$ cat config.mk
export PLATFORM = sky130hd
export DESIGN_NAME = ssw_top
export DESIGN_NICKNAME = d
export VERILOG_FILES = /design/src/ssw_pkg.sv /design/src/ssw_top.sv
export SDC_FILE = /design/constraint.sdc
export NUM_CORES = 1
export LEC_CHECK = 0
export BUFFER_PORTS_ARGS = -buffer_cell sky130_fd_sc_hd__buf_2
export CAP_MARGIN = 20
export CORE_MARGIN = 3
export CORE_UTILIZATION = 50
export DETAILED_ROUTE_END_ITERATION = 12
export PLACE_DENSITY = 0.66
export SYNTH_ARGS = -nofsm -noshare
export SYNTH_HDL_FRONTEND = slang
export SYNTH_SLANG_ARGS = --single-unit
$ cat constraint.sdc
create_clock -name clk -period 4.1 [get_ports clk]
set_input_delay 0.205 -clock clk [delete_from_list [all_inputs] [get_ports clk]]
set_output_delay 0.205 -clock clk [all_outputs]
set_load 0.05 [all_outputs]
$ cat src/ssw_pkg.sv
// Purpose: shared constants, states and output bundle of the supply supervisor with watchdog
// Assumes: one 200 MHz clock; every long interval counts a 1 us tick from one divider
// Notes: tick counts are defaults for the top parameters so a simulation may shorten them
`default_nettype none
package ssw_pkg;
	// ***************************************
	// timebase
	// ***************************************
	localparam int CLK_PERIOD_NS = 5;
	localparam int TICK_NS = 1000;
	localparam int DIV_W = 8;
	localparam int CNT_W = 20;
	localparam int FLT_W = 11;
	localparam logic [DIV_W-1:0] TICK_CYCLES_DEF = DIV_W'(TICK_NS / CLK_PERIOD_NS);

	// ***************************************
	// intervals, each a least time
	// ***************************************
	localparam int RST_HOLD_MS = 130;
	localparam int NMI_PULSE_US = 200;
	localparam int WD_TIMEOUT_S = 1;
	localparam int WD_EXPIRED_MS = 130;
	localparam logic [CNT_W-1:0] RST_HOLD_TICKS_DEF = CNT_W'(RST_HOLD_MS * 1000000 / TICK_NS);
	localparam logic [CNT_W-1:0] NMI_PULSE_TICKS_DEF = CNT_W'(NMI_PULSE_US * 1000 / TICK_NS);
	localparam logic [CNT_W-1:0] WD_TIMEOUT_TICKS_DEF = CNT_W'(WD_TIMEOUT_S * 1000000000 / TICK_NS);
	localparam logic [CNT_W-1:0] WD_EXPIRED_TICKS_DEF = CNT_W'(WD_EXPIRED_MS * 1000000 / TICK_NS);

	// ***************************************
	// input filters, in clock cycles
	// ***************************************
	localparam int SUPPLY_GLITCH_NS = 2000;
	localparam int SENSE_FILTER_NS = 5000;
	localparam int PB_DEBOUNCE_NS = 150;
	localparam logic [FLT_W-1:0] SUPPLY_GLITCH_CYC = FLT_W'((SUPPLY_GLITCH_NS + CLK_PERIOD_NS - 1) / CLK_PERIOD_NS);
	localparam logic [FLT_W-1:0] SENSE_FILTER_CYC = FLT_W'((SENSE_FILTER_NS + CLK_PERIOD_NS - 1) / CLK_PERIOD_NS);
	localparam logic [FLT_W-1:0] PB_DEBOUNCE_CYC = FLT_W'((PB_DEBOUNCE_NS + CLK_PERIOD_NS - 1) / CLK_PERIOD_NS);

	// ***************************************
	// states and outputs
	// ***************************************
	typedef enum logic [1:0] {RST_HOLD = 2'h0, RST_STRETCH = 2'h1, RST_RUN = 2'h3} ssw_rst_state_t;
	typedef enum logic [1:0] {NMI_IDLE = 2'h0, NMI_PULSE = 2'h1, NMI_WAIT = 2'h3} ssw_nmi_state_t;
	typedef enum logic [1:0] {WD_OFF = 2'h0, WD_RUN = 2'h1, WD_EXPIRED = 2'h3} ssw_wd_state_t;
	typedef struct packed {
		logic reset_n;
		logic reset;
		logic nmi_n;
		logic wds_n;
	} ssw_outs_t;
	localparam ssw_outs_t OUTS_RST = '{reset_n: 1'h0, reset: 1'h1, nmi_n: 1'h1, wds_n: 1'h1};
	localparam logic STROBE_RST = 1'h1;
endpackage
`default_nettype wire

$ cat src/ssw_top.sv
// Purpose: supply supervisor: power and pushbutton reset, early-warning interrupt, watchdog
// Assumes: comparator results arrive as synchronous digital levels; inputs synchronous to clk
// Notes: every long interval is counted in 1 us ticks from one free-running divider; input filters count clock cycles
// Behaviour
// - reset output active whenever supply-low comparator has reported supply low for about 2 us
// - after supply recovers, reset stays active at least 130 ms
// - pushbutton input is active low and debounced before use
// - reset active while pushbutton low, then at least 130 ms after release
// - sense at or below trip point pulses interrupt low at least 200 us
// - interrupt only after sense stays low about 5 us
// - interrupt suppressed while supply is below its trip point
// - watchdog timing starts when reset ends, halted during reset
// - each strobe falling edge before expiry restarts the full timeout
// - on expiry watchdog status goes low at least 130 ms
// - active-high reset output mirrors active-low reset with opposite polarity
// - supply-low pulses shorter than about 2 us cause no reset
`timescale 1ns/1ps
`default_nettype none
module ssw_top
	import ssw_pkg::*;
#(
	parameter logic [DIV_W-1:0] TICK_CYCLES = TICK_CYCLES_DEF,
	parameter logic [CNT_W-1:0] RST_HOLD_TICKS = RST_HOLD_TICKS_DEF,
	parameter logic [CNT_W-1:0] NMI_PULSE_TICKS = NMI_PULSE_TICKS_DEF,
	parameter logic [CNT_W-1:0] WD_TIMEOUT_TICKS = WD_TIMEOUT_TICKS_DEF,
	parameter logic [CNT_W-1:0] WD_EXPIRED_TICKS = WD_EXPIRED_TICKS_DEF
) (
	input wire logic clk,
	input wire logic nrst,
	input wire logic supply_low,
	input wire logic sense_low,
	input wire logic pushbutton_reset_n,
	input wire logic watchdog_strobe_n,
	output logic reset_n,
	output logic reset,
	output logic nmi_n,
	output logic watchdog_expired_n
);
	// ***************************************
	// timebase and input filters
	// ***************************************
	logic [DIV_W-1:0] div_cnt_ff, nxt_div_cnt;
	logic tick_ff, nxt_tick;
	logic [FLT_W-1:0] sup_cnt_ff, nxt_sup_cnt, sense_cnt_ff, nxt_sense_cnt, pb_cnt_ff, nxt_pb_cnt;
	logic supply_fail_ff, nxt_supply_fail, sense_fail_ff, nxt_sense_fail, pb_low_ff, nxt_pb_low;

	always_comb begin
		nxt_div_cnt = div_cnt_ff + 1'b1;
		nxt_tick = 1'b0;
		if (div_cnt_ff == TICK_CYCLES - 1'b1) begin
			nxt_div_cnt = '0;
			nxt_tick = 1'b1;
		end
		// short dips never reach the count, so they cannot start a reset
		nxt_sup_cnt = '0;
		nxt_supply_fail = 1'b0;
		if (supply_low) begin
			nxt_supply_fail = supply_fail_ff;
			nxt_sup_cnt = sup_cnt_ff + 1'b1;
			if (sup_cnt_ff == SUPPLY_GLITCH_CYC - 1'b1) begin
				nxt_sup_cnt = sup_cnt_ff;
				nxt_supply_fail = 1'b1;
			end
		end
		nxt_sense_cnt = '0;
		nxt_sense_fail = 1'b0;
		if (sense_low) begin
			nxt_sense_fail = sense_fail_ff;
			nxt_sense_cnt = sense_cnt_ff + 1'b1;
			if (sense_cnt_ff == SENSE_FILTER_CYC - 1'b1) begin
				nxt_sense_cnt = sense_cnt_ff;
				nxt_sense_fail = 1'b1;
			end
		end
		// debounce both ways: the level must differ for the whole window to flip
		nxt_pb_cnt = '0;
		nxt_pb_low = pb_low_ff;
		if (!pushbutton_reset_n != pb_low_ff) begin
			nxt_pb_cnt = pb_cnt_ff + 1'b1;
			if (pb_cnt_ff == PB_DEBOUNCE_CYC - 1'b1) begin
				nxt_pb_cnt = '0;
				nxt_pb_low = !pushbutton_reset_n;
			end
		end
	end

	always_ff @(posedge clk or negedge nrst) begin
		if (!nrst) begin
			div_cnt_ff <= '0;
			tick_ff <= 1'b0;
			sup_cnt_ff <= '0;
			supply_fail_ff <= 1'b0;
			sense_cnt_ff <= '0;
			sense_fail_ff <= 1'b0;
			pb_cnt_ff <= '0;
			pb_low_ff <= 1'b0;
		end else begin
			div_cnt_ff <= nxt_div_cnt;
			tick_ff <= nxt_tick;
			sup_cnt_ff <= nxt_sup_cnt;
			supply_fail_ff <= nxt_supply_fail;
			sense_cnt_ff <= nxt_sense_cnt;
			sense_fail_ff <= nxt_sense_fail;
			pb_cnt_ff <= nxt_pb_cnt;
			pb_low_ff <= nxt_pb_low;
		end
	end

	// ***************************************
	// sequencers and outputs
	// ***************************************
	// an interval that starts at an arbitrary divider phase ends on its count+1th tick,
	// trading up to one tick of extra length for a guaranteed least time
	ssw_rst_state_t rst_state_ff, nxt_rst_state;
	ssw_nmi_state_t nmi_state_ff, nxt_nmi_state;
	ssw_wd_state_t wd_state_ff, nxt_wd_state;
	logic [CNT_W-1:0] rst_cnt_ff, nxt_rst_cnt, nmi_cnt_ff, nxt_nmi_cnt, wd_cnt_ff, nxt_wd_cnt;
	logic strobe_prev_ff, strobe_fall;
	ssw_outs_t outs_ff, nxt_outs;

	always_comb begin
		strobe_fall = strobe_prev_ff && !watchdog_strobe_n;
		nxt_rst_state = rst_state_ff;
		nxt_rst_cnt = rst_cnt_ff;
		unique case (rst_state_ff)
			RST_HOLD: begin
				nxt_rst_cnt = '0;
				if (!(supply_fail_ff || pb_low_ff)) nxt_rst_state = RST_STRETCH;
			end
			RST_STRETCH: begin
				if (supply_fail_ff || pb_low_ff) begin
					nxt_rst_state = RST_HOLD;
					nxt_rst_cnt = '0;
				end else if (tick_ff) begin
					if (rst_cnt_ff == RST_HOLD_TICKS) nxt_rst_state = RST_RUN;
					else nxt_rst_cnt = rst_cnt_ff + 1'b1;
				end
			end
			RST_RUN: begin
				if (supply_fail_ff || pb_low_ff) nxt_rst_state = RST_HOLD;
			end
			default: nxt_rst_state = RST_HOLD;
		endcase
		nxt_nmi_state = nmi_state_ff;
		nxt_nmi_cnt = nmi_cnt_ff;
		unique case (nmi_state_ff)
			NMI_IDLE: begin
				nxt_nmi_cnt = '0;
				if (sense_fail_ff && !supply_low) nxt_nmi_state = NMI_PULSE;
			end
			NMI_PULSE: begin
				if (tick_ff) begin
					if (nmi_cnt_ff == NMI_PULSE_TICKS) nxt_nmi_state = NMI_WAIT;
					else nxt_nmi_cnt = nmi_cnt_ff + 1'b1;
				end
			end
			NMI_WAIT: begin
				// one pulse per excursion; rearm only once the sense input recovers
				if (!sense_fail_ff) nxt_nmi_state = NMI_IDLE;
			end
			default: nxt_nmi_state = NMI_IDLE;
		endcase
		nxt_wd_state = wd_state_ff;
		nxt_wd_cnt = wd_cnt_ff;
		unique case (wd_state_ff)
			WD_OFF: begin
				nxt_wd_cnt = '0;
				if (rst_state_ff == RST_RUN) nxt_wd_state = WD_RUN;
			end
			WD_RUN: begin
				if (rst_state_ff != RST_RUN) begin
					nxt_wd_state = WD_OFF;
					nxt_wd_cnt = '0;
				end else if (strobe_fall) begin
					nxt_wd_cnt = '0;
				end else if (tick_ff) begin
					if (wd_cnt_ff == WD_TIMEOUT_TICKS) begin
						nxt_wd_state = WD_EXPIRED;
						nxt_wd_cnt = '0;
					end else begin
						nxt_wd_cnt = wd_cnt_ff + 1'b1;
					end
				end
			end
			WD_EXPIRED: begin
				// the status pulse always runs its full length, even if a reset begins
				if (tick_ff) begin
					if (wd_cnt_ff == WD_EXPIRED_TICKS) begin
						nxt_wd_state = (rst_state_ff == RST_RUN) ? WD_RUN : WD_OFF;
						nxt_wd_cnt = '0;
					end else begin
						nxt_wd_cnt = wd_cnt_ff + 1'b1;
					end
				end
			end
			default: nxt_wd_state = WD_OFF;
		endcase
		nxt_outs.reset_n = (nxt_rst_state == RST_RUN);
		nxt_outs.reset = (nxt_rst_state != RST_RUN);
		nxt_outs.nmi_n = (nxt_nmi_state != NMI_PULSE);
		nxt_outs.wds_n = (nxt_wd_state != WD_EXPIRED);
	end

	always_ff @(posedge clk or negedge nrst) begin
		if (!nrst) begin
			rst_state_ff <= RST_HOLD;
			rst_cnt_ff <= '0;
			nmi_state_ff <= NMI_IDLE;
			nmi_cnt_ff <= '0;
			wd_state_ff <= WD_OFF;
			wd_cnt_ff <= '0;
			strobe_prev_ff <= STROBE_RST;
			outs_ff <= OUTS_RST;
		end else begin
			rst_state_ff <= nxt_rst_state;
			rst_cnt_ff <= nxt_rst_cnt;
			nmi_state_ff <= nxt_nmi_state;
			nmi_cnt_ff <= nxt_nmi_cnt;
			wd_state_ff <= nxt_wd_state;
			wd_cnt_ff <= nxt_wd_cnt;
			strobe_prev_ff <= watchdog_strobe_n;
			outs_ff <= nxt_outs;
		end
	end

	assign reset_n = outs_ff.reset_n;
	assign reset = outs_ff.reset;
	assign nmi_n = outs_ff.nmi_n;
	assign watchdog_expired_n = outs_ff.wds_n;

	// ***************************************
	// checks
	// ***************************************
	property p_supply_reset;
		@(posedge clk) disable iff (!nrst) supply_fail_ff |=> !outs_ff.reset_n;
	endproperty
	a_supply_reset: assert property (p_supply_reset) else $error("reset not active on supply fail");
	property p_release;
		@(posedge clk) disable iff (!nrst)
		$rose(outs_ff.reset_n) |-> $past(rst_cnt_ff) == RST_HOLD_TICKS && $past(tick_ff) && !$past(supply_fail_ff);
	endproperty
	a_release: assert property (p_release) else $error("reset released before hold time");
	property p_debounce;
		@(posedge clk) disable iff (!nrst) $changed(pb_low_ff) |-> $past(pb_cnt_ff) == PB_DEBOUNCE_CYC - 1'b1;
	endproperty
	a_debounce: assert property (p_debounce) else $error("pushbutton changed without debounce");
	property p_button_reset;
		@(posedge clk) disable iff (!nrst) pb_low_ff |=> !outs_ff.reset_n ##1 !outs_ff.reset_n;
	endproperty
	a_button_reset: assert property (p_button_reset) else $error("reset not held for pushbutton");
	property p_nmi_width;
		@(posedge clk) disable iff (!nrst) $rose(outs_ff.nmi_n) |-> $past(nmi_cnt_ff) == NMI_PULSE_TICKS;
	endproperty
	a_nmi_width: assert property (p_nmi_width) else $error("interrupt pulse too short");
	property p_nmi_filter;
		@(posedge clk) disable iff (!nrst) $fell(outs_ff.nmi_n) |-> $past(sense_fail_ff) && $past(sense_low, 2);
	endproperty
	a_nmi_filter: assert property (p_nmi_filter) else $error("interrupt without filtered sense");
	property p_nmi_gate;
		@(posedge clk) disable iff (!nrst) $fell(outs_ff.nmi_n) |-> !$past(supply_low);
	endproperty
	a_nmi_gate: assert property (p_nmi_gate) else $error("interrupt while supply low");
	property p_wd_halt;
		@(posedge clk) disable iff (!nrst) !outs_ff.reset_n && outs_ff.wds_n |=> wd_cnt_ff == '0;
	endproperty
	a_wd_halt: assert property (p_wd_halt) else $error("watchdog timed during reset");
	property p_strobe;
		@(posedge clk) disable iff (!nrst)
		wd_state_ff == WD_RUN && rst_state_ff == RST_RUN && strobe_fall |=> wd_cnt_ff == '0 && outs_ff.wds_n;
	endproperty
	a_strobe: assert property (p_strobe) else $error("strobe did not restart watchdog");
	property p_wds_width;
		@(posedge clk) disable iff (!nrst) $fell(outs_ff.wds_n) |=> (!outs_ff.wds_n)[*8];
	endproperty
	a_wds_width: assert property (p_wds_width) else $error("watchdog status pulse cut short");
	property p_polarity;
		@(posedge clk) disable iff (!nrst) outs_ff.reset == !outs_ff.reset_n;
	endproperty
	a_polarity: assert property (p_polarity) else $error("reset outputs not complementary");
	property p_glitch;
		@(posedge clk) disable iff (!nrst) $rose(supply_fail_ff) |-> $past(sup_cnt_ff) == SUPPLY_GLITCH_CYC - 1'b1;
	endproperty
	a_glitch: assert property (p_glitch) else $error("short supply dip accepted");
	property p_tick;
		@(posedge clk) disable iff (!nrst) tick_ff |-> $past(div_cnt_ff) == TICK_CYCLES - 1'b1 ##1 !tick_ff;
	endproperty
	a_tick: assert property (p_tick) else $error("timebase tick misplaced");
	property p_wd_restart;
		@(posedge clk) disable iff (!nrst) $rose(outs_ff.wds_n) |-> wd_cnt_ff == '0 && $past(wd_cnt_ff) == WD_EXPIRED_TICKS;
	endproperty
	a_wd_restart: assert property (p_wd_restart) else $error("watchdog did not restart after expiry");
endmodule
`default_nettype wire

==> impl_metrics.env <==
export IMPL_crit_chain="or4b_1 -> or4_4 -> o21ba_2 -> nor3_2 -> nor2_1"
export IMPL_drc=0
export IMPL_row_count=39
export IMPL_routedWlPerCell_um=14.99
export IMPL_cts_resized=0
export IMPL_ys_warn_count=0
export IMPL_avgSynthCellArea_um2=9.350
export IMPL_rr_endpoint="wd_cnt_ff[16]"
export IMPL_crit_path_end_kind="flop"
export IMPL_relSlewSlack_pct=45.00
export IMPL_drt_initial_drc_count=402
export IMPL_final_hold_violation_count=0
export IMPL_hold_path_depth=2
export IMPL_ys_seq_area_share_pct=47.77
export IMPL_p_clk_share_pct=56.5
export IMPL_p_comb_share_pct=1.8
export IMPL_finalCoreUtilization_pct=59.33
export IMPL_initial_utilization_pct=52.19
export IMPL_final_nets=684
export IMPL_endpoint="wd_cnt_ff[16]"
export IMPL_synth_cells_most_frequent="dfrtp_1 (112), nor2_1 (72), nand2_1 (69)"
export IMPL_viasPerCell=5.818
export IMPL_tritoncts="built"
export IMPL_hp_class="input pin to flop"
export IMPL_synth_top_cell_by_area="dfrtp_1"
export IMPL_root_buffer="clkbuf_16"
export IMPL_cap_violations=0
export IMPL_synth_edf_count=0
export IMPL_crit_required_ns=4.37
export IMPL_worstPathArrival_ns=2.90
export IMPL_fmax_mhz=380.7
export IMPL_switchingPower_mw=0.5979
export IMPL_via_count=4788
export IMPL_post_dp_hpwl_um=8118
export IMPL_die_y_um=116.3
export IMPL_antenna_found_initial=0
export IMPL_r2r_cells=5
export IMPL_finalNonFillerCells=823
export IMPL_synth_cells=651
export IMPL_max_vdd_ir_drop_uv=274.4
export IMPL_p_seq_share_pct=41.6
export IMPL_path_class="flop to flop"
export IMPL_status="finished clean"
export IMPL_firstDrtPassIters=5
export IMPL_coreArea_um2=11660
export IMPL_antenna_cells=0
export IMPL_setup_violations_final=0
export IMPL_crit_family="simple AND/OR/NAND/NOR gates"
export IMPL_clock_skew_ns=0.004764
export IMPL_reg2reg_slack_ns=1.47
export IMPL_rsz0062_at_grt="false"
export IMPL_port_buffers=9
export IMPL_grt_max_degree=67
export IMPL_dieArea_um2=13530
export IMPL_place_gp_congestion=0.8473
export IMPL_layout_worst_path_cycle_share_pct=64.07
export IMPL_crit_buf_inv=0
export IMPL_cp_depth=5
export IMPL_power_density_nw_per_um2=402.8
export IMPL_setup_tns_ns=0
export IMPL_drive_above_1_share_pct=9.853
export IMPL_syn_area_um2=6087
export IMPL_fin_crit_ns=2.627
export IMPL_crit_start="wd_cnt_ff[4]"
export IMPL_routed_wl_um=12330
export IMPL_synth_most_common_cell="dfrtp_1"
export IMPL_worst_setup_path_start_kind="flop"
export IMPL_cp_max_fo=11
export IMPL_tightestPinTransition_ns=0.8250
export IMPL_synth_top_cell_area_share_pct=46.04
export IMPL_cts_sinks=116
export IMPL_hp_start="sense_low"
export IMPL_dp_cells=787
export IMPL_grt_ovfl_total=0
export IMPL_cts_max_level=4
export IMPL_synthFlopType="dfrtp_1"
export IMPL_slowest_delay_ns=0.57
export IMPL_synth_seq_cells=116
export IMPL_grt_util_all_layers_pct=20.00
export IMPL_grt_pass1_vias=4719
export IMPL_cellInternalPower_mw=2.189
export IMPL_rr_startpoint="wd_cnt_ff[4]"
export IMPL_p_leak_nw=2.875
export IMPL_final_antenna_net_count=0
export IMPL_synth_area_leaders="dfrtp_1 (46%), xor2_1 (4.7%), nor2_1 (4.4%)"
export IMPL_grt_pass1_wl_um=21530
export IMPL_ys_types=69
export IMPL_final_max_slew_viol_count=0
export IMPL_pin_count=10
export IMPL_async_flop_share_pct=100.0
export IMPL_clk_latency_ns=0.42
export IMPL_cts_buffers=17
export IMPL_clockBufferDepth=2
export IMPL_switching_share_pct=21.45
export IMPL_area_growth_pct=13.67
export IMPL_synth_nets=668
export IMPL_dieWidth_um=116.3
export IMPL_cp_slowest_cell="or4_4"
export IMPL_clkTransAtPathRegs_ns=0.06
==> repair_timing <==
| item | 4_1_cts | 5_1_grt |
|---|---|---|
| hold buffers | 3 | 0 |
| setup endpoints to repair | 0 | 0 |
| hold endpoints to repair | 64 | 0 |
| setup buffers | 0 | 0 |
==> cells in the final DEF, fill, tap and decap left out, types with 8 or more instances in the layout <==
master | netlist | routed
buf_2 | 2 | 8
nor4_1 | 9 | 9
nand2_1 | 69 | 69
a21oi_1 | 14 | 14
o21ai_0 | 31 | 31
inv_1 | 23 | 23
and2_1 | 12 | 12
nand3_1 | 46 | 46
nor3_1 | 18 | 18
xor2_1 | 33 | 33
clkbuf_16 | 0 | 17
or3_1 | 17 | 17
xnor2_1 | 18 | 18
and3_1 | 8 | 8
dfrtp_1 | 112 | 112
ha_1 | 11 | 11
nand4_1 | 28 | 28
nor2_1 | 72 | 72
==> routing by layer <==
metal	wire, um	up-vias	part of all wire [%]	global-route usage [%]
li1	-	2362	-	-
met1	5765	2350	47	24.91
met5	0	-	0	0
met2	6000	61	49	32.80
met4	147	0	1.2	8.198
met3	420	15	3.4	5.699
==> worst reg2reg max path, cell delays in order, from the launching register on <==
cell	delay (ns)
dfrtp_1	0.45
or4b_1	0.55
or4_4	0.57
o21ba_2	0.24
nor3_2	0.55
nor2_1	0.13
==> area by class of cell <==
type	instances	area, um2
clock inverter	15	205.2
fill	977	4743
timing repair buffer	17	115.1
multi-input combinational	492	3000
clock buffer	17	425.4
tap	143	178.9
sequential	116	2908
inverter	23	86.33
==> worst min path at each step <==
| stage | end | slack (ns) |
|---|---|---|
| 2_1_floorplan | div_cnt_ff[0] | -0.09 |
| 3_3_place_gp | rst_cnt_ff[17] | 0.35 |
| 3_5_place_dp | strobe_prev_ff | 0.35 |
| 4_1_cts | sense_fail_ff | 0.07 |
| 5_1_grt | sense_fail_ff | 0.09 |
| 6_report | sense_fail_ff | 0.08 |
==> cells by family (layout without fill, tap and decap cells) <==
group,after synthesis,count (layout),synth area share (%)
simple gates,328,328,28.12
flops,116,116,47.77
compound gates,97,97,10.71
xor+xnor,51,51,7.338
buf+inv,43,72,2.939
fa+ha+maj,11,11,2.261
mux,5,5,0.8633
==> power by group through the flow <==
stage / clock [mW] / combinational (mW) / sequential, mW
detailed placement: 0 / 0.0516 / 1.18
global placement: 0 / 0.0496 / 1.18
floorplan: 0 / 0.0194 / 1.18
global route: 1.66 / 0.0609 / 1.16
CTS: 1.61 / 0.0536 / 1.16
finish: 1.57 / 0.0512 / 1.16
==> per-stage QoR <==
stage	total power [mW]	setup WS (ns)	hold slack [ns]	area, um2
2_1_floorplan	1.199	1.879	-0.09059	6087
3_3_place_gp	1.230	1.516	0.3497	6251
3_5_place_dp	1.232	1.492	0.3529	6251
4_1_cts	2.821	1.486	0.07181	6912
5_1_grt	2.887	1.312	0.09327	6919
6_report	2.787	1.473	0.08461	6919
==> state kept, by name, summed over array words and instances (netlist names) <==
| signal | cells |
|---|---|
| div_cnt_ff | 8 |
| nmi_cnt_ff | 20 |
| nmi_n | 1 |
| nmi_state_ff | 2 |
| pb_cnt_ff | 11 |
| pb_low_ff | 1 |
| reset | 1 |
| reset_n | 1 |
| rst_cnt_ff | 20 |
| rst_state_ff | 2 |
| sense_cnt_ff | 11 |
| sense_fail_ff | 1 |
| strobe_prev_ff | 1 |
| sup_cnt_ff | 11 |
| supply_fail_ff | 1 |
| tick_ff | 1 |
| watchdog_expired_n | 1 |
| wd_cnt_ff | 20 |
| wd_state_ff | 2 |
(Power assumes the default switching activity.)
